[src/bpu_pkg.sv]
// shared constants and types for the basic pulse unit core
package bpu_pkg;
  localparam int NUM_CH = 6;
  localparam int CNT_W = 16;
  localparam int DIV_W = 12;
  localparam logic [CNT_W-1:0] CNT_RST = 16'h0000;
  localparam logic [CNT_W-1:0] CNT_MAX = 16'hFFFF;
  localparam logic [DIV_W-1:0] DIV_RST = 12'h000;
  localparam logic [1:0] TYPE_UP = 2'h0;
  localparam logic [1:0] TYPE_DOWN = 2'h1;
  localparam logic [1:0] TYPE_UPDOWN = 2'h2;
  // waveform actions, two bits per event
  localparam logic [1:0] ACT_NONE = 2'h0;
  localparam logic [1:0] ACT_LOW = 2'h1;
  localparam logic [1:0] ACT_HIGH = 2'h2;
  localparam logic [1:0] ACT_TOGGLE = 2'h3;
  // action field base positions within the control words, each channel at 2*g above
  localparam int ZERO_ACT_POS = 0;
  localparam int PER_ACT_POS = 2 * NUM_CH;
  localparam int COMPARE_RISING_MATCH_ACT_POS = 0;
  localparam int COMPARE_FALLING_MATCH_ACT_POS = 2 * NUM_CH;
  localparam int WG_W = 4 * NUM_CH;
endpackage

[src/bpu_prescaler.sv]
// clock prescaler producing one tick per divide+1 kernel clocks
`timescale 1ns/100ps
module bpu_prescaler #(
  parameter int DW = 12
) (
  // clock and reset
  input wire logic sys_clk_i,
  input wire logic rst_i,
  // divide setting and tick
  input wire logic [DW-1:0] clock_divide_value_i,
  output logic tick_o
);
  import bpu_pkg::*;
  logic [DW-1:0] psc_r;
  logic [DW-1:0] psc_nxt;
  wire psc_zero = (psc_r == '0);

  // reload at end of each down-count so a new divide applies from the next down-count
  assign psc_nxt = psc_zero ? clock_divide_value_i : psc_r - 1'b1;
  assign tick_o = psc_zero;

  always_ff @(posedge sys_clk_i) begin
    if (rst_i) begin
      psc_r <= '0;
    end else begin
      psc_r <= psc_nxt;
    end
  end
endmodule

[src/bpu_channel.sv]
// one channel: compare shadow, match events and waveform generator
`timescale 1ns/100ps
module bpu_channel #(
  parameter int CW = 16
) (
  // clock and reset
  input wire logic sys_clk_i,
  input wire logic rst_i,
  // shared counter state
  input wire logic tick_i,
  input wire logic [CW-1:0] count_i,
  input wire logic dir_up_i,
  input wire logic [1:0] count_type_i,
  input wire logic zero_ev_i,
  input wire logic per_ev_i,
  input wire logic period_end_i,
  // configuration
  input wire logic [CW-1:0] compare_value_i,
  input wire logic instant_load_i,
  input wire logic midpoint_load_i,
  input wire logic [1:0] act_zero_i,
  input wire logic [1:0] act_per_i,
  input wire logic [1:0] act_compare_rising_match_i,
  input wire logic [1:0] act_compare_falling_match_i,
  // results
  output logic [CW-1:0] active_compare_o,
  output logic cmp_up_o,
  output logic cmp_dn_o,
  output logic wave_o
);
  import bpu_pkg::*;
  logic [CW-1:0] cmp_r;
  logic wave_r;
  logic [1:0] act;
  wire eq = tick_i && (count_i == cmp_r);
  wire cu = eq && dir_up_i;
  wire cd = eq && !dir_up_i;
  wire ud = (count_type_i == TYPE_UPDOWN);
  // immediate loading overrides both other modes
  wire mid_ld = midpoint_load_i && ud && per_ev_i;
  wire ld = instant_load_i || mid_ld ||
            (!(midpoint_load_i && ud) && period_end_i);

  // event priority per count type, highest checked first
  always_comb begin
    act = ACT_NONE;
    if (count_type_i == TYPE_DOWN) begin
      if (zero_ev_i) act = act_zero_i;
      else if (cd) act = act_compare_falling_match_i;
      else if (per_ev_i) act = act_per_i;
    end else if (ud) begin
      if (cu) act = act_compare_rising_match_i;
      else if (cd) act = act_compare_falling_match_i;
      else if (zero_ev_i) act = act_zero_i;
      else if (per_ev_i) act = act_per_i;
    end else begin
      if (per_ev_i) act = act_per_i;
      else if (cu) act = act_compare_rising_match_i;
      else if (zero_ev_i) act = act_zero_i;
    end
  end

  always_ff @(posedge sys_clk_i) begin
    if (rst_i) begin
      cmp_r <= CNT_RST;
      wave_r <= 1'b0;
    end else begin
      if (ld) cmp_r <= compare_value_i;
      case (act)
        ACT_LOW: wave_r <= 1'b0;
        ACT_HIGH: wave_r <= 1'b1;
        ACT_TOGGLE: wave_r <= ~wave_r;
        default: wave_r <= wave_r;
      endcase
    end
  end

  assign active_compare_o = cmp_r;
  assign cmp_up_o = cu;
  assign cmp_dn_o = cd;
  assign wave_o = wave_r;
endmodule

[src/bpu_core.sv]
// six-channel pulse counter, compare and waveform core
`timescale 1ns/100ps
module bpu_core #(
  parameter int NCH = bpu_pkg::NUM_CH,
  parameter int CW = bpu_pkg::CNT_W,
  parameter int DW = bpu_pkg::DIV_W
) (
  // clock and reset
  input wire logic sys_clk_i,
  input wire logic rst_i,
  // counter configuration
  input wire logic [DW-1:0] clock_divide_value_i,
  input wire logic [1:0] count_type_field_i,
  input wire logic count_clear_set_i,
  input wire logic [CW-1:0] period_value_i,
  // per-channel configuration and the max flag clear
  input wire logic [NCH*CW-1:0] compare_value_i,
  input wire logic [NCH-1:0] instant_load_enable_i,
  input wire logic [NCH-1:0] midpoint_load_enable_i,
  input wire logic [4*NCH-1:0] waveform_action_ctl_a_i,
  input wire logic [4*NCH-1:0] waveform_action_ctl_b_i,
  input wire logic count_max_clear_i,
  // status
  output logic [CW:0] count_value_o,
  output logic count_clear_bit_o,
  output logic count_max_flag_o,
  output logic [CW-1:0] active_period_o,
  output logic [NCH*CW-1:0] active_compare_o,
  // events and waveforms
  output logic zero_event_o,
  output logic period_event_o,
  output logic [NCH-1:0] compare_rising_match_o,
  output logic [NCH-1:0] compare_falling_match_o,
  output logic [NCH-1:0] wave_o
);
  import bpu_pkg::*;

  logic tick;
  logic [CW-1:0] cnt_r;
  logic [CW-1:0] cnt_nxt;
  logic dir_r;
  logic dir_nxt;
  logic [CW-1:0] per_r;
  logic clr_r;
  logic max_r;
  logic zero_ev_r;
  logic per_ev_r;
  logic [NCH-1:0] cu_r;
  logic [NCH-1:0] cd_r;
  logic [NCH*CW-1:0] acmp;
  logic [NCH-1:0] cu;
  logic [NCH-1:0] cd;
  logic [NCH-1:0] wv;

  // one prescaler feeds the single shared counter
  bpu_prescaler #(.DW(DW)) u_psc (
    .sys_clk_i(sys_clk_i),
    .rst_i(rst_i),
    .clock_divide_value_i(clock_divide_value_i),
    .tick_o(tick)
  );

  // decode of the count type and present position
  wire t_down = (count_type_field_i == TYPE_DOWN);
  wire t_ud = (count_type_field_i == TYPE_UPDOWN);
  wire at_zero = (cnt_r == CNT_RST);
  wire at_per = (cnt_r == per_r);
  wire at_max = (cnt_r == CNT_MAX);
  // events are valid for the last clock of each count step
  wire zero_ev = tick && at_zero;
  wire per_ev = tick && at_per;
  // end of one full period, used for period loading
  wire per_end = tick && (t_down ? at_zero :
                 t_ud ? (at_zero && !dir_r) : at_per);
  // any instant channel lets period load after the current count step;
  // in up count, a period below the count then runs the counter on to max
  wire any_inst = |instant_load_enable_i;
  wire per_ld = per_end || (any_inst && tick);
  // up-count-type overrun past a shortened period
  wire overrun = !t_down && !t_ud && (cnt_r > per_r);

  // next count; up count wraps at max, giving the overrun path
  always_comb begin
    cnt_nxt = cnt_r;
    dir_nxt = dir_r;
    if (tick) begin
      if (clr_r) begin
        cnt_nxt = CNT_RST;
      end else if (t_down) begin
        dir_nxt = 1'b0;
        cnt_nxt = at_zero ? per_r : cnt_r - 1'b1;
      end else if (t_ud) begin
        if (dir_r && (at_per || cnt_r > per_r)) begin
          dir_nxt = 1'b0;
          cnt_nxt = at_zero ? CNT_RST : cnt_r - 1'b1;
        end else if (!dir_r && at_zero) begin
          dir_nxt = 1'b1;
          cnt_nxt = (per_r == CNT_RST) ? CNT_RST : cnt_r + 1'b1;
        end else begin
          cnt_nxt = dir_r ? cnt_r + 1'b1 : cnt_r - 1'b1;
        end
      end else begin
        dir_nxt = 1'b1;
        // at period or at max wrap to zero; otherwise step up
        cnt_nxt = (at_per || at_max) ? CNT_RST : cnt_r + 1'b1;
      end
    end
  end

  // counter, direction and period shadow
  always_ff @(posedge sys_clk_i) begin
    if (rst_i) begin
      cnt_r <= CNT_RST;
      dir_r <= 1'b1;
      per_r <= CNT_RST;
    end else begin
      cnt_r <= cnt_nxt;
      dir_r <= dir_nxt;
      if (per_ld) per_r <= period_value_i;
    end
  end

  // clear request held until the next prescaler zero, then self-clears
  always_ff @(posedge sys_clk_i) begin
    if (rst_i) begin
      clr_r <= 1'b0;
    end else if (count_clear_set_i) begin
      clr_r <= 1'b1;
    end else if (tick) begin
      clr_r <= 1'b0;
    end
  end

  // sticky max flag; a new max hit wins over software clear
  always_ff @(posedge sys_clk_i) begin
    if (rst_i) begin
      max_r <= 1'b0;
    end else if (tick && at_max && overrun) begin
      max_r <= 1'b1;
    end else if (count_max_clear_i) begin
      max_r <= 1'b0;
    end
  end

  // one comparator and generator per channel
  genvar g;
  generate
    for (g = 0; g < NCH; g++) begin : g_ch
      bpu_channel #(.CW(CW)) u_ch (
        .sys_clk_i(sys_clk_i),
        .rst_i(rst_i),
        .tick_i(tick),
        .count_i(cnt_r),
        .dir_up_i(dir_r),
        .count_type_i(count_type_field_i),
        .zero_ev_i(zero_ev),
        .per_ev_i(per_ev),
        .period_end_i(per_end),
        .compare_value_i(compare_value_i[g*CW +: CW]),
        .instant_load_i(instant_load_enable_i[g]),
        .midpoint_load_i(midpoint_load_enable_i[g]),
        .act_zero_i(waveform_action_ctl_a_i[ZERO_ACT_POS+2*g +: 2]),
        .act_per_i(waveform_action_ctl_a_i[PER_ACT_POS+2*g +: 2]),
        .act_compare_rising_match_i(waveform_action_ctl_b_i[COMPARE_RISING_MATCH_ACT_POS+2*g +: 2]),
        .act_compare_falling_match_i(waveform_action_ctl_b_i[COMPARE_FALLING_MATCH_ACT_POS+2*g +: 2]),
        .active_compare_o(acmp[g*CW +: CW]),
        .cmp_up_o(cu[g]),
        .cmp_dn_o(cd[g]),
        .wave_o(wv[g])
      );
    end
  endgenerate

  // registered event outputs, one clock late but aligned together
  always_ff @(posedge sys_clk_i) begin
    if (rst_i) begin
      zero_ev_r <= 1'b0;
      per_ev_r <= 1'b0;
      cu_r <= '0;
      cd_r <= '0;
    end else begin
      zero_ev_r <= zero_ev;
      per_ev_r <= per_ev;
      cu_r <= cu;
      cd_r <= cd;
    end
  end

  assign count_value_o = {dir_r, cnt_r};
  assign count_clear_bit_o = clr_r;
  assign count_max_flag_o = max_r;
  assign active_period_o = per_r;
  assign active_compare_o = acmp;
  assign zero_event_o = zero_ev_r;
  assign period_event_o = per_ev_r;
  assign compare_rising_match_o = cu_r;
  assign compare_falling_match_o = cd_r;
  assign wave_o = wv;

  // prescale spacing: counter only moves on a tick
  property p_step_on_tick;
    @(posedge sys_clk_i) disable iff (rst_i)
    (!tick) |=> $stable(cnt_r);
  endproperty
  a_step_on_tick: assert property (p_step_on_tick)
    else $error("counter moved without prescale tick");

  property p_clear;
    @(posedge sys_clk_i) disable iff (rst_i)
    (tick && clr_r && !count_clear_set_i) |=> (cnt_r == '0) && !clr_r;
  endproperty
  a_clear: assert property (p_clear)
    else $error("clear did not zero counter");

  property p_up_wrap;
    @(posedge sys_clk_i) disable iff (rst_i)
    (tick && !clr_r && count_type_field_i == TYPE_UP && at_per)
      |=> (cnt_r == '0);
  endproperty
  a_up_wrap: assert property (p_up_wrap)
    else $error("up count did not wrap at period");

  property p_down_reload;
    @(posedge sys_clk_i) disable iff (rst_i)
    (tick && !clr_r && t_down && at_zero) |=> (cnt_r == $past(per_r));
  endproperty
  a_down_reload: assert property (p_down_reload)
    else $error("down count did not reload period");

  property p_dir_down;
    @(posedge sys_clk_i) disable iff (rst_i)
    (t_down && tick && !clr_r) |=> !count_value_o[CW];
  endproperty
  a_dir_down: assert property (p_dir_down)
    else $error("direction flag high in down type");

  property p_zero_ev;
    @(posedge sys_clk_i) disable iff (rst_i)
    (tick && at_zero) |=> zero_event_o;
  endproperty
  a_zero_ev: assert property (p_zero_ev)
    else $error("zero event missing");

  property p_max_flag;
    @(posedge sys_clk_i) disable iff (rst_i)
    (tick && at_max && overrun) |=> count_max_flag_o;
  endproperty
  a_max_flag: assert property (p_max_flag)
    else $error("max flag not set");

  property p_period_load;
    @(posedge sys_clk_i) disable iff (rst_i)
    (per_end) |=> (active_period_o == $past(period_value_i));
  endproperty
  a_period_load: assert property (p_period_load)
    else $error("period shadow not loaded at period end");
endmodule

[config.mk]
export PLATFORM = sky130hd
export DESIGN_NAME = bpu_core
export DESIGN_NICKNAME = d
export VERILOG_FILES = /design/src/bpu_pkg.sv /design/src/bpu_prescaler.sv /design/src/bpu_channel.sv /design/src/bpu_core.sv
export SDC_FILE = /design/constraint.sdc
export NUM_CORES = 1
export LEC_CHECK = 0
export BUFFER_PORTS_ARGS = -buffer_cell sky130_fd_sc_hd__buf_2
export CORE_MARGIN = 8
export CORE_UTILIZATION = 57
export CTS_BUF_LIST = sky130_fd_sc_hd__clkbuf_4 sky130_fd_sc_hd__clkbuf_8
export DETAILED_ROUTE_END_ITERATION = 6
export GPL_TIMING_DRIVEN = 0
export PLACE_DENSITY = 0.92
export SLEW_MARGIN = 20
export SYNTH_ARGS = -nofsm -noshare
export SYNTH_HDL_FRONTEND = slang
export SYNTH_SLANG_ARGS = --single-unit
export TNS_END_PERCENT = 10
[constraint.sdc]
create_clock -name sys_clk_i -period 7.9 [get_ports sys_clk_i]
set_input_delay 0.395 -clock sys_clk_i [delete_from_list [all_inputs] [get_ports sys_clk_i]]
set_output_delay 0.395 -clock sys_clk_i [all_outputs]
set_load 0.01 [all_outputs]
# Word level (Yosys, flattened, before mapping)
# Cells that the tools add are included.
# W data, S select, Z words.
[word_totals] in_bits=190 out_inout_bits=151 elab_cells=238 latchBits=0 n_memories=0 ramBits=0 reg_bits=163 mem_bits_ro=0
[op_classes] mul=0 n_mux=93 eq_ne=29 div=0 reduce_logical=83 n_bitwise=7 n_shift=0 addsub=3 magnitude_cmp=1
[op_table] cell="$mux W16" count=10
[op_table] cell="$mux W2" count=66
[op_table] cell="$eq A16 B16 Y1" count=7
[op_table] cell="$logic_and A1 B1 Y1" count=46
[op_table] cell="$logic_not A16 Y1" count=2
[op_table] cell="$eq A2 B2 Y1 const B" count=13
[op_table] cell="$pmux W1 S3" count=6
[op_table] cell="$reduce_bool A3 Y1" count=6
[op_table] cell="$add A16 B1 Y16 const B" count=1
[op_table] cell="$eq A16 B16 Y1 const B" count=1
[op_table] cell="$gt A16 B16 Y1" count=1
[op_table] cell="$sub A16 B1 Y16 const B" count=1
[op_table] cell="$logic_or A1 B1 Y1" count=15
[op_table] cell="$eq A2 B1 Y1 const B" count=7
[op_table] cell="$logic_not A12 Y1" count=1
[op_table] cell="$mux W12" count=1
[op_table] cell="$sub A12 B1 Y12 const B" count=1
[op_table] cell="$mux W1" count=10
[op_table] cell="$logic_not A1 Y1" count=9
[op_table] cell="$not A1 Y1" count=7
[op_table] cell="$reduce_or A6 Y1" count=1
[op_table] cell="$ne A4 B4 Y1 const B" count=1
[op_table] cell="$reduce_bool A2 Y1" count=2
[op_table] cell="$reduce_and A3 Y1" count=1

# Depth between registers and ports, before layout
# Gate-level depths: netlist of run 1.
[depth] ltp_word=10 ltp_mapped=14 ltp_nobuf=10

# Cells and area by module
# Synthesis of run 1 repeated with hierarchy kept, for this count alone.
[hier_totals] cells_unflattened=1299 hier_area_um2=10896.7
[by_module_without_submodules] mod="bpu_channel" cells_each=126 area_each_um2=1109.8 seq_area_each_um2=340.3 n_inst=6
[by_module_without_submodules] mod="bpu_core" cells_each=467 area_each_um2=3537.1 seq_area_each_um2=980.9 n_inst=1
[by_module_without_submodules] mod="bpu_prescaler" cells_each=76 area_each_um2=700.7 seq_area_each_um2=240.2 n_inst=1

# Worst setup path before layout of run 1
# OpenSTA, ideal clock, no wires.
[synth_timing] kind="register to register" startpoint="reg cnt_r[0]" endpoint="reg g_ch[5].u_ch.cmp_r[10]" setup_ps=128 arrival_ps=3257 t_required_ps=7772 path_stages_with_launch=14 setup_slack_ps=4515 period_less_slack_ps=3385 cell_sequence="dfxtp_1 -> buf_1 -> inv_1 -> ha_1 -> nand4_1 -> or4_1 -> clkbuf_1 -> nor2_2 -> buf_2 -> a311o_1 -> buf_2 -> buf_4 -> mux2i_1 -> nor2_1"
[synth_between] elab_chain_len=7
[synth_lines] element="start: declaration" line="bpu_core.sv:39" rtl="logic [CW-1:0] cnt_r;"
[synth_lines] element="start signal: assignment" line="bpu_core.sv:117" rtl="cnt_r <= cnt_nxt;"
[synth_lines] element="$logic_not A16 Y1" line="bpu_core.sv:66" rtl="wire at_zero = (cnt_r == CNT_RST);"
[synth_lines] element="$logic_and A1 B1 Y1" line="bpu_core.sv:74" rtl="t_ud ? (at_zero && !dir_r) : at_per);"
[synth_lines] element="$mux W1" line="bpu_core.sv:74"
[synth_lines] element="$mux W1" line="bpu_core.sv:73" rtl="wire per_end = tick && (t_down ? at_zero :"
[synth_lines] element="$logic_and A1 B1 Y1" line="bpu_core.sv:73"
[synth_lines] element="$logic_and A1 B1 Y1" line="bpu_channel.sv:42" rtl="(!(midpoint_load_i && ud) && period_end_i);"
[synth_lines] element="$logic_or A1 B1 Y1 (*)" line="bpu_channel.sv:41" rtl="wire ld = instant_load_i || mid_ld ||"
[synth_lines] element="end signal: assignment" line="bpu_channel.sv:68" rtl="if (ld) cmp_r <= compare_value_i;"
[synth_lines] element="end: declaration" line="bpu_channel.sv:32" rtl="logic [CW-1:0] cmp_r;"
# Mark *: on every way between the ends. The rest lies on a longest branch, timed or not.
# A chain may end at the register's enable or synchronous reset.

# Worst setup path after layout of run 1
[layout_timing] startpoint="reg cnt_r[0]" endpoint="reg g_ch[5].u_ch.cmp_r[13]"
# Same word-level chain as after synthesis.

==> results of run 1 <==
==> worst max-delay path by stage <==
stage	end	slack, ns	depth (start not counted)
after global routing	g_ch[5].u_ch.active_compare_o[14]	3.09	13
after floorplan	g_ch[5].u_ch.active_compare_o[10]	4.52	13
after detailed placement	g_ch[1].u_ch.active_compare_o[10]	3.36	13
after global placement	g_ch[5].u_ch.active_compare_o[11]	3.42	13
after CTS	g_ch[5].u_ch.active_compare_o[14]	3.31	13
final	g_ch[5].u_ch.active_compare_o[13]	3.17	13
==> critical path, delay by kind of cell, from the launching register on <==
kind            cells  cell delay (ns)
simple gates        4             1.23
buf+inv             6             1.95
flops               1             0.54
mux                 1             0.22
fa+ha+maj           1             0.33
compound gates      1             0.33
==> per-layer routing <==
metal	vias to the layer above	track usage, %	share of wire [%]
li1	5062	-	-
met1	5279	42.75	35
met2	972	62.35	46
met3	240	10.95	13
met4	4	26.25	6.7
met5	-	0	0.052
==> final cells by class <==
class	instances	area [µm²]	share of cell area [%]
inverters	32	120.1	0.9580
plain buffers	87	402.9	3.213
multi-input cells	934	6341	50.57
diodes	3	7.507	0.05987
clock buffers	19	255.2	2.036
clock inverters	13	165.2	1.317
repair buffers	340	1702	13.57
well taps	225	281.5	2.245
flip-flops and latches	163	3263	26.03
==> power groups by stage <==
stage	clock, µW	combinational [µW]	sequential (µW)
after floorplan	0	1630	1120
final	675	2610	1120
after detailed placement	0	2490	1130
after CTS	665	2510	1110
after global placement	0	2440	1120
after global routing	700	2740	1130
==> cell usage after synthesis (22+ instances only) <==
master    number
inv_1         32
a21oi_1       51
o211ai_1      23
clkbuf_1      43
xnor2_1       35
nor2_1       199
dfxtp_1      163
mux2i_1      131
nor4_1        36
nand3_1       22
o21ai_0       39
nor3_1        27
nand2_1       67
xor2_1        93
==> logic make-up (layout without fill, tap and decap cells) <==
kind of cell | count (synthesis) | after routing
fa+ha+maj | 21 | 21
compound gates | 215 | 215
buf+inv | 119 | 491
xor+xnor | 128 | 128
simple gates | 433 | 433
other cells | 0 | 3
mux | 137 | 137
flops | 163 | 163
==> flip-flops by register name, indices dropped and copies added, names as in the netlist <==
signal,flops
g_ch.u_ch.wave_o,6
compare_rising_match_o,6
count_max_flag_o,1
count_clear_bit_o,1
g_ch.u_ch.active_compare_o,96
u_psc.psc_r,12
zero_event_o,1
compare_falling_match_o,6
period_event_o,1
cnt_r,16
active_period_o,16
dir_r,1
==> stage by stage <==
| step | cell area [µm²] | setup WS, ns | instances | power, µW |
|---|---|---|---|---|
| floorplan | 10110 | 4.515 | 1216 | 2744 |
| global placement | 12100 | 3.423 | 1781 | 3565 |
| detailed placement | 12100 | 3.364 | 1781 | 3615 |
| CTS | 12520 | 3.308 | 1813 | 4282 |
| global route | 12540 | 3.085 | 1816 | 4566 |
| finish | 12540 | 3.167 | 1816 | 4406 |
==> metrics.yaml, run 1 <==
hp-class: "primary input to flip-flop"
timing.rr.end: "g_ch[5].u_ch.active_compare_o[13]"
grt_pass1_wl_mm: 65.85
numCtsBuffers: 17
yosysSeqAreaShare_pct: 32.27
cts.sinks: 163
grt_max_degree: 17
post-dp-hpwl_mm: 34.31
post_cts_resized: 0
synth-compound-area-share_pct: 14.86
power_leakage_uw: 0.006203
final_core_util_pct: 72.49
clk_latency_ns: 0.49
area_delta_synth_final_pct: 23.98
synthesis.area_um2: 10110
hold_buffers: 0
cts_tree: "built"
dr.first_iter.drc_count: 1194
initial_core_util_pct: 58.47
synth-simple-area-share_pct: 20.39
violations: "DRC"
cts_setup_buffers: 0
max_cap_violations: 0
r2r_start: "cnt_r[0]"
synth_top_flop_cell: "dfxtp_1"
critPathKind: "flip-flop to flip-flop"
timing.final.hold_violations: 0
ys_ff_latch: 163
start_kind: "flip-flop"
antenna_found_initial: 5
ff2ff_setup_slack_ns: 3.17
clock_skew_ns: 0.01786
grt_use_total_pct: 38.28
ys_warn_count: 0
synthTopCellsByArea: "dfxtp_1 (32%), mux2i_1 (13%), xor2_1 (8.1%), nor2_1 (7.4%), xnor2_1 (3.0%)"
syn_area_per_cell_um2: 8.317
yosysUniqueCellTypes: 75
relSlewSlack_pct: 27.89
p_per_area_nw_per_um2: 351.4
fin_crit_ns: 4.733
core_um2: 17300
synth_top_family_by_area: "simple AND/OR/NAND/NOR gates"
min_path_cells: 3
p_sw_uw: 2260
drc: 1
rsz0062_at_grt: "no"
syn-instance-count: 1216
crit_required_ns: 8.26
layout_common_cells: "buf_2 (356), nor2_1 (199), dfxtp_1 (163), mux2i_1 (131), xor2_1 (93)"
peakVddDrop_uv: 195.3
fmax_mhz: 211.3
endpoint_kind: "flip-flop"
synthArstFlopShare_pct: 0
critPathMaxStageDelay_ns: 0.60
die-area_um2: 22260
synth_fp_nets: 1427
fillers: 1285
fin_crit_sh_pct: 59.91
synth.largest_area_cell: "dfxtp_1"
finalMaxSlewViolations: 0
r2r_cells: 13
cpMostUsedCell: "buf_2"
synth_edf_count: 0
detail_route.wl_per_cell_um: 24.44
finalWirelength_mm: 44.39
synthMuxAreaShare_pct: 13.63
worst_pin_slew_ns: 1.082
cts_buffer_depth: 2
synth-adder-area-share_pct: 2.598
synth_xor_area_share_pct: 11.08
swShare_pct: 51.30
globalplace.congestion: 1.049
numPortBuffers: 340
fp.dieH_um: 149.2
crit_path_start: "cnt_r[0]"
drive_gt1_share_pct: 27.14
holdCritStartpoint: "count_clear_set_i"
p_int_uw: 2146
worstPathArrival_ns: 5.10
cpMaxStageDelayCell: "buf_1"
setup_viol: 0
setup_tns_ns: 0
ant_nets: 0
clk_pin_slew_worst_paths_ns: 0.10
p_clk_share_pct: 15.3
grt_overflow: 0
fin_nets: 1786
p_seq_share_pct: 25.5
min_to: "count_clear_bit_o"
die_x_um: 149.2
avgViaCountPerCell: 6.364
cts_root_buffer: "clkbuf_8"
share_comb_of_total_power_pct: 59.2
ioPinCount: 341
rows: 48
holdWs_ns: 0.1303
drtPass1Iterations: 7
final_common_cell: "buf_2"
path_cells: "buf_1, inv_1, ha_1, nand4_1, or4_1, clkbuf_1, nor2_2, buf_2, a311o_1, buf_2, buf_4, mux2i_1, nor2_1"
synth_top_area_share_pct: 32.27
dr_total_vias: 11560
crit_fanout: 10
first_global_vias: 11620
cts_max_level: 4
status: "complete, but fails checks"
Note: power is estimated with default switching activity, not from simulation.
==> run 2: changes to the inputs <==
--- a/config.mk
+++ b/config.mk
@@ -5,13 +5,14 @@
 export SDC_FILE = /design/constraint.sdc
 export NUM_CORES = 1
 export LEC_CHECK = 0
+export ABC_AREA = 1
 export BUFFER_PORTS_ARGS = -buffer_cell sky130_fd_sc_hd__buf_2
 export CORE_MARGIN = 8
-export CORE_UTILIZATION = 57
+export CORE_UTILIZATION = 49
 export CTS_BUF_LIST = sky130_fd_sc_hd__clkbuf_4 sky130_fd_sc_hd__clkbuf_8
 export DETAILED_ROUTE_END_ITERATION = 6
 export GPL_TIMING_DRIVEN = 0
-export PLACE_DENSITY = 0.92
+export PLACE_DENSITY = 0.82
 export SLEW_MARGIN = 20
 export SYNTH_ARGS = -nofsm -noshare
 export SYNTH_HDL_FRONTEND = slang
==> constraint.sdc (replaced) <==
create_clock -name sys_clk_i -period 3.99 [get_ports sys_clk_i]
set_input_delay 0.1995 -clock sys_clk_i [delete_from_list [all_inputs] [get_ports sys_clk_i]]
set_output_delay 0.1995 -clock sys_clk_i [all_outputs]
set_load 0.01 [all_outputs]
==> run 2 against run 1 <==
Against the previous run:
- the run ends with DRC, hold timing left
- hold slack worse by 0.13 ns
- critical path depth is 1 higher
- cell count is 48% higher
- sequential power up 110%
- combinational power grew to 2.5 times the previous value
- die area up 28%
- clock-buffer cell count fell by 2
- via count grew 31%
- largest power group unchanged
==> metrics.yaml, run 2 <==
post-dp-hpwl_mm: 41.60  # was 34.31 mm
dr_total_vias: 15190  # was 11560
finalWirelength_mm: 56.00  # was 44.39 mm
drc: 4  # was 1
finalMaxSlewViolations: 0  # unchanged
p_per_area_nw_per_um2: 687.3  # was 351.4 nW/µm²
seq_area_um2: 3263  # unchanged
crit_required_ns: 4.39  # was 8.26 ns
yosysUniqueCellTypes: 44  # was 75
holdWs_ns: -0.001839  # was 0.1303 ns
status: "complete, but fails checks"  # unchanged
synth_commonest_cells: "nand2_1 (518), inv_1 (260), a21oi_1 (193)"  # was nor2_1 (199), dfxtp_1 (163), mux2i_1 (131)
start_kind: "flip-flop"  # unchanged
fin_nets: 2559  # was 1786
cts_buffer_depth: 2  # unchanged
fin_crit_ns: 3.503  # was 4.733 ns
clk_latency_ns: 0.51  # was 0.49 ns
core_um2: 23190  # was 17300 µm²
r2r_cells: 14  # was 13
r2r_start: "cnt_r[0]"  # unchanged
numCtsBuffers: 17  # unchanged
grt_use_total_pct: 37.96  # was 38.28%
violations: "DRC, hold timing"  # was DRC
final_core_util_pct: 64.03  # was 72.49%
fmax_mhz: 285.5  # was 211.3 MHz
cpMostUsedCell: "nor2_1"  # was buf_2
clk_pin_slew_worst_paths_ns: 0.11  # was 0.10 ns
avgViaCountPerCell: 5.663  # was 6.364
multi_input_area_um2: 6685  # was 6341 µm²
grt_pass1_wl_mm: 83.39  # was 65.85 mm
clock_skew_ns: 0.02690  # was 0.01786 ns
relSlewSlack_pct: 35.19  # was 27.89%
synthTopCellsByArea: "dfxtp_1 (29%), nand2_1 (17%), inv_1 (8.5%), a21oi_1 (8.4%), nand3_1 (5.5%)"  # was dfxtp_1 (32%), mux2i_1 (13%), xor2_1 (8.1%), nor2_1 (7.4%), xnor2_1 (3.0%)
cts_root_buffer: "clkbuf_8"  # unchanged
setup_tns_ns: 0  # unchanged
yosysMostFrequentCell: "nand2_1"  # was nor2_1
worst_pin_slew_ns: 0.9722  # was 1.082 ns
fin_crit_sh_pct: 87.78  # was 59.91%
max_cap_violations: 0  # unchanged
critPathMaxStageDelay_ns: 0.47  # was 0.60 ns
largest_reg_flops: 96  # unchanged
first_global_vias: 14640  # was 11620
cts_max_level: 4  # unchanged
cts.sinks: 163  # unchanged
ys_ff_latch: 163  # unchanged
die_x_um: 168.8  # was 149.2 µm
syn-instance-count: 1901  # was 1216
crit_path_start: "cnt_r[0]"  # unchanged
dr.first_iter.drc_count: 1837  # was 1194
synth_top_area_share_pct: 28.52  # was 32.27%
peakVddDrop_uv: 525.2  # was 195.3 µV
synth_edf_count: 0  # unchanged
critPathCapture: "g_ch[5].u_ch.active_compare_o[13]"  # unchanged
ys_warn_count: 0  # unchanged
critPathKind: "flip-flop to flip-flop"  # unchanged
layout_common_cells: "nand2_1 (518), buf_2 (377), inv_1 (260), a21oi_1 (193), nor2_1 (166)"  # was buf_2 (356), nor2_1 (199), dfxtp_1 (163), mux2i_1 (131), xor2_1 (93)
yosysSeqAreaShare_pct: 28.52  # was 32.27%
antenna_found_initial: 2  # was 5
initial_core_util_pct: 49.33  # was 58.47%
synth.largest_area_cell: "dfxtp_1"  # unchanged
power_leakage_uw: 0.007737  # was 0.006203 µW
fp.dieH_um: 168.8  # was 149.2 µm
total_power_uw: 10210  # was 4406 µW
crit_fanout: 10  # unchanged
syn_area_per_cell_um2: 6.018  # was 8.317 µm²
ioPinCount: 341  # unchanged
hp-class: "primary input to flip-flop"  # unchanged
ant_nets: 0  # unchanged
grt_max_degree: 20  # was 17
setup_viol: 0  # unchanged
synth_fp_nets: 2112  # was 1427
synthArstFlopShare_pct: 0  # unchanged
ff2ff_setup_slack_ns: 0.49  # was 3.17 ns
rsz0062_at_grt: "no"  # unchanged
detail_route.wl_per_cell_um: 20.87  # was 24.44 µm
final_common_cell: "nand2_1"  # was buf_2
synth_top_flop_cell: "dfxtp_1"  # unchanged
cts_tree: "built"  # unchanged
synthesis.area_um2: 11440  # was 10110 µm²
drive_gt1_share_pct: 19.86  # was 27.14%
path_cells: "clkinv_1, ha_1, nand2_1, nor2_1, nand3_1, nor2_1, nor2_1, nand2_1, nand3_2, nor2_8, a21oi_2, buf_2, o21ai_1, a21oi_1"  # was buf_1, inv_1, ha_1, nand4_1, or4_1, clkbuf_1, nor2_2, buf_2, a311o_1, buf_2, buf_4, mux2i_1, nor2_1
holdCritStartpoint: "clock_divide_value_i[0]"  # was count_clear_set_i
globalplace.congestion: 1.019  # was 1.049
timing.final.hold_violations: 3  # was 0
timing.rr.end: "g_ch[5].u_ch.active_compare_o[13]"  # unchanged
die-area_um2: 28500  # was 22260 µm²
area_delta_synth_final_pct: 29.79  # was 23.98%
endpoint_kind: "flip-flop"  # unchanged
numPortBuffers: 339  # was 340
grt_overflow: 0  # unchanged
fillers: 2178  # was 1285
drtPass1Iterations: 7  # unchanged
rows: 56  # was 48
worstPathArrival_ns: 3.90  # was 5.10 ns
cpMaxStageDelayCell: "ha_1"  # was buf_1
-- run 2: per-layer routing --
| layer | global-route usage [%] | up-vias | wire length [µm] |
|---|---|---|---|
| met4 | 24.69 | 0 | 3758 |
| met5 | 0 | - | 0 |
| met3 | 8.828 | 257 | 6770 |
| met2 | 60.62 | 1204 | 24540 |
| met1 | 45.25 | 6748 | 20930 |
| li1 | - | 6985 | - |
-- run 2: kinds of logic (layout without fill, tap and decap cells) --
family / Yosys count / in the layout / synth area share [%]
buffers and inverters: 365 / 825 / 13.05
other: 0 / 3 / 0
AOI/OAI and AO/OA: 374 / 374 / 17.01
and+or+nand+nor: 915 / 915 / 34.31
xor gates and xnor gates: 63 / 63 / 4.823
DFF: 163 / 163 / 28.52
adders and majority gates: 21 / 21 / 2.297
-- run 2: per-stage QoR --
step                      setup slack [ns]  cell area [µm²]  cells  hold slack, ns
after floorplan                      1.619            11440   1901          0.3169
after global placement              0.6947            13540   2559          0.4121
after detailed placement            0.6180            13540   2559          0.4261
after CTS                           0.6016            14830   2679      0.00002076
after global routing                0.3090            14840   2681        0.004030
final                               0.4875            14850   2683       -0.001839
-- run 2: critical path: cells and delay by family, from the launching register on --
family | cells | cell delay, ns
buffers and inverters | 2 | 0.69
adder cells (fa/ha/maj) | 1 | 0.47
AND/OR/NAND/NOR | 8 | 1.37
flip-flops | 1 | 0.46
AO/OA/AOI/OAI | 3 | 0.40
-- run 2: layout make-up --
class	instances	area share [%]
plain buffers	95	3.227
diodes	3	0.05056
clock inverters	15	1.213
inverters	270	6.825
flip-flops and latches	163	21.98
multi-input cells	1373	45.02
clock buffers	17	1.576
well taps	319	2.688
repair buffers	428	17.43
-- run 2: repair_timing --
item                      in CTS  in global routing
gates resized for setup        0                  0
setup buffers                  0                  0
hold endpoints to repair      88                  1
hold buffers                  88                  1
-- run 2: worst min-delay path by stage --
stage | end | slack, ns | depth (start not counted)
2_1_floorplan | count_clear_bit_o | 0.32 | 2
3_3_place_gp | count_clear_bit_o | 0.41 | 3
3_5_place_dp | u_psc.psc_r[0] | 0.43 | 1
4_1_cts | u_psc.psc_r[0] | 0.00002 | 3
5_1_grt | g_ch[0].u_ch.active_compare_o[4] | 0.004 | 3
6_report | u_psc.psc_r[0] | -0.002 | 3
-- run 2: where the power goes --
group	switching, µW	internal [µW]	total [µW]
combinational	4650	1940	6590
clock	820	481	1300
sequential	364	1950	2320
==> run 3: changes to the inputs <==
--- a/config.mk
+++ b/config.mk
@@ -5,14 +5,13 @@
 export SDC_FILE = /design/constraint.sdc
 export NUM_CORES = 1
 export LEC_CHECK = 0
-export ABC_AREA = 1
 export BUFFER_PORTS_ARGS = -buffer_cell sky130_fd_sc_hd__buf_2
 export CORE_MARGIN = 8
-export CORE_UTILIZATION = 49
+export CORE_UTILIZATION = 48
 export CTS_BUF_LIST = sky130_fd_sc_hd__clkbuf_4 sky130_fd_sc_hd__clkbuf_8
 export DETAILED_ROUTE_END_ITERATION = 6
 export GPL_TIMING_DRIVEN = 0
-export PLACE_DENSITY = 0.82
+export PLACE_DENSITY = 0.83
 export SLEW_MARGIN = 20
 export SYNTH_ARGS = -nofsm -noshare
 export SYNTH_HDL_FRONTEND = slang
==> run 3 against run 2 <==
Against the previous run:
- the run now ends clean
- non-clock buffer count grew 25
- critical path depth shrank 1
- critical path type unchanged
- worst setup slack lost 0.40 ns
- routed wire length shrank 12%
- fmax shrank 10%
- clock-buffer cell count is the same
==> metrics.yaml, run 3 (synthesis gave the netlist of run 1 again) <==
fin_nets: 1907  # was 2559
peakVddDrop_uv: 343.4  # was 525.2 µV
critPathMaxStageDelay_ns: 0.71  # was 0.47 ns
path_cells: "buf_2, inv_1, ha_1, nor3b_4, nand4_1, buf_4, o32a_1, nand2b_4, a21oi_1, a311oi_4, buf_4, mux2i_1, nor2_1"  # was clkinv_1, ha_1, nand2_1, nor2_1, nand3_1, nor2_1, nor2_1, nand2_1, nand3_2, nor2_8, a21oi_2, buf_2, o21ai_1, a21oi_1
critPathKind: "flip-flop to flip-flop"  # unchanged
cts_buffer_depth: 2  # unchanged
cts_tree: "built"  # unchanged
initial_core_util_pct: 48.57  # was 49.33%
hp-class: "primary input to flip-flop"  # unchanged
ff2ff_setup_slack_ns: 0.09  # was 0.49 ns
final_common_cell: "buf_2"  # was nand2_1
fmax_mhz: 256.6  # was 285.5 MHz
cpMostUsedCell: "buf_4"  # was nor2_1
crit_fanout: 10  # unchanged
numCtsBuffers: 17  # unchanged
critPathTopFamily: "buffers and inverters"  # was simple AND/OR/NAND/NOR gates
post_dp_cell_area_um2: 12170  # was 13540 µm²
r2r_cells: 13  # was 14
worst_pin_slew_ns: 1.059  # was 0.9722 ns
rsz0062_at_grt: "no"  # unchanged
power_leakage_uw: 0.006728  # was 0.007737 µW
worstPathArrival_ns: 4.24  # was 3.90 ns
detail_route.wl_per_cell_um: 24.83  # was 20.87 µm
crit_path_start: "cnt_r[1]"  # was cnt_r[0]
globalplace.congestion: 0.9801  # was 1.019
drtPass1Iterations: 6  # was 7
ioPinCount: 341  # unchanged
timing.final.hold_violations: 0  # was 3
rows: 53  # was 56
numPortBuffers: 340  # was 339
cts_root_buffer: "clkbuf_8"  # unchanged
path_buf_inv: 4  # was 2
setup_tns_ns: 0  # unchanged
fin_crit_sh_pct: 97.69  # was 87.78%
crit_required_ns: 4.33  # was 4.39 ns
cp.depth: 13  # was 14
grt_use_total_pct: 36.74  # was 37.96%
antenna_found_initial: 2  # unchanged
dp_cells: 1832  # was 2559
setup_viol: 0  # unchanged
clk_pin_slew_worst_paths_ns: 0.10  # was 0.11 ns
status: "finished, final reports clean"  # was complete, but fails checks
largest_reg_flops: 96  # unchanged
cpMaxStageDelayCell: "a311oi_4"  # was ha_1
start_kind: "flip-flop"  # unchanged
grt_max_degree: 19  # was 20
dr_total_vias: 12330  # was 15190
avgViaCountPerCell: 6.207  # was 5.663
p_per_area_nw_per_um2: 639.7  # was 687.3 nW/µm²
cts.sinks: 163  # unchanged
area_delta_synth_final_pct: 36.99  # was 29.79%
fillers: 1633  # was 2178
clock_skew_ns: 0.01697  # was 0.02690 ns
post-dp-hpwl_mm: 34.26  # was 41.60 mm
fp.dieH_um: 161.2  # was 168.8 µm
endpoint_kind: "flip-flop"  # unchanged
grt_pass1_wl_mm: 74.65  # was 83.39 mm
die_x_um: 161.2  # was 168.8 µm
core_um2: 20820  # was 23190 µm²
clk_latency_ns: 0.48  # was 0.51 ns
final_cell_area_um2: 13850  # was 14850 µm²
layout_setup_ws_ns: 0.09219  # was 0.4875 ns
drive_gt1_share_pct: 26.04  # was 19.86%
finalWirelength_mm: 49.32  # was 56.00 mm
relSlewSlack_pct: 28.75  # was 35.19%
fin_crit_ns: 3.898  # was 3.503 ns
die-area_um2: 25970  # was 28500 µm²
r2r_start: "cnt_r[1]"  # was cnt_r[0]
finalMaxSlewViolations: 0  # unchanged
timing.rr.end: "g_ch[1].u_ch.active_compare_o[13]"  # was g_ch[5].u_ch.active_compare_o[13]
place_ws_ns: -0.6077  # was 0.6180 ns
drc: 0  # was 4
max_cap_violations: 0  # unchanged
first_global_vias: 12810  # was 14640
dr.first_iter.drc_count: 1206  # was 1837
ant_nets: 0  # unchanged
critPathCapture: "g_ch[1].u_ch.active_compare_o[13]"  # was g_ch[5].u_ch.active_compare_o[13]
layout_common_cells: "buf_2 (357), nor2_1 (198), dfxtp_1 (162), mux2i_1 (131), dlygate4sd3_1 (116)"  # was nand2_1 (518), buf_2 (377), inv_1 (260), a21oi_1 (193), nor2_1 (166)
final_cells: 1986  # was 2683
cts_max_level: 4  # unchanged
grt_overflow: 0  # unchanged
final_core_util_pct: 66.54  # was 64.03%
[run 3: cell count changes in the layout (fill, tap and decap cells not counted), moves of 27 or more]
cell and change:
inv_1 -228, nor2_1 +32, dlygate4sd3_1 +27, nand3_1 -104
mux2i_1 +131, nand4_1 -47, o21ai_1 -76, o21ai_0 -38
a21oi_1 -142, nand2_1 -452, xor2_1 +57, nor4_1 +32
[run 3: layout make-up]
| cell class | instances | area [µm²] | share of cell area [%] |
|---|---|---|---|
| multi-input combinational | 934 | 6411 | 46.27 |
| sequential | 163 | 3264 | 23.56 |
| timing repair buffer | 462 | 2905 | 20.97 |
| buffer | 86 | 407.9 | 2.944 |
| tap | 275 | 344.1 | 2.484 |
| clock buffer | 17 | 234.0 | 1.689 |
| clock inverter | 15 | 162.7 | 1.174 |
| inverter | 32 | 120.1 | 0.8670 |
| antenna | 2 | 5.005 | 0.03612 |
[run 3: worst reg2reg max path, cell delays in order, from the launching register on]
cell	delay, ns
dfxtp_1	0.55
buf_2	0.44
inv_1	0.09
ha_1	0.26
nor3b_4	0.20
nand4_1	0.10
buf_4	0.18
o32a_1	0.24
nand2b_4	0.19
a21oi_1	0.08
a311oi_4	0.71
buf_4	0.35
mux2i_1	0.29
nor2_1	0.08
[run 3: metrics by stage]
step	power, µW	hold slack [ns]
final	8862	0.01352
after global routing	9286	0.01664
after CTS	8505	0.002995
after detailed placement	7134	0.4137
after global placement	7048	0.4067
after floorplan	5433	0.3169
[run 3: repair_timing]
| item | 4_1_cts | 5_1_grt |
|---|---|---|
| hold endpoints to repair | 116 | 0 |
| hold buffers | 116 | 0 |
| pin swaps | 1 | 2 |
| gates resized for setup | 11 | 9 |
| setup endpoints to repair | 132 | 74 |
| setup buffers | 1 | 4 |
[run 3: how the worst min path moves through the flow]
stage	start	endpoint	slack, ns	depth (start not counted)
after floorplan	count_clear_set_i	count_clear_bit_o	0.32	2
after global placement	count_clear_set_i	count_clear_bit_o	0.41	3
after detailed placement	count_clear_set_i	count_clear_bit_o	0.41	3
after CTS	clock_divide_value_i[0]	u_psc.psc_r[0]	0.003	3
after global routing	clock_divide_value_i[6]	u_psc.psc_r[6]	0.02	3
final	clock_divide_value_i[0]	u_psc.psc_r[0]	0.01	3
[run 3: power by group]
group / switching (µW) / internal (µW) / total (µW)
registers: 350 / 1880 / 2230
logic: 3470 / 1910 / 5380
clock network: 774 / 473 / 1250
total: 4600 / 4270 / 8860
[run 3: layer usage]
layer / global-route usage [%] / share of wire (%) / wire (µm) / vias up
li1: - / - / - / 5293
met3: 10.69 / 12 / 5736 / 269
met2: 59.15 / 45 / 22250 / 1019
met5: 0 / 0 / 0 / -
met1: 41.77 / 36 / 17940 / 5747
met4: 24.62 / 6.9 / 3391 / 0
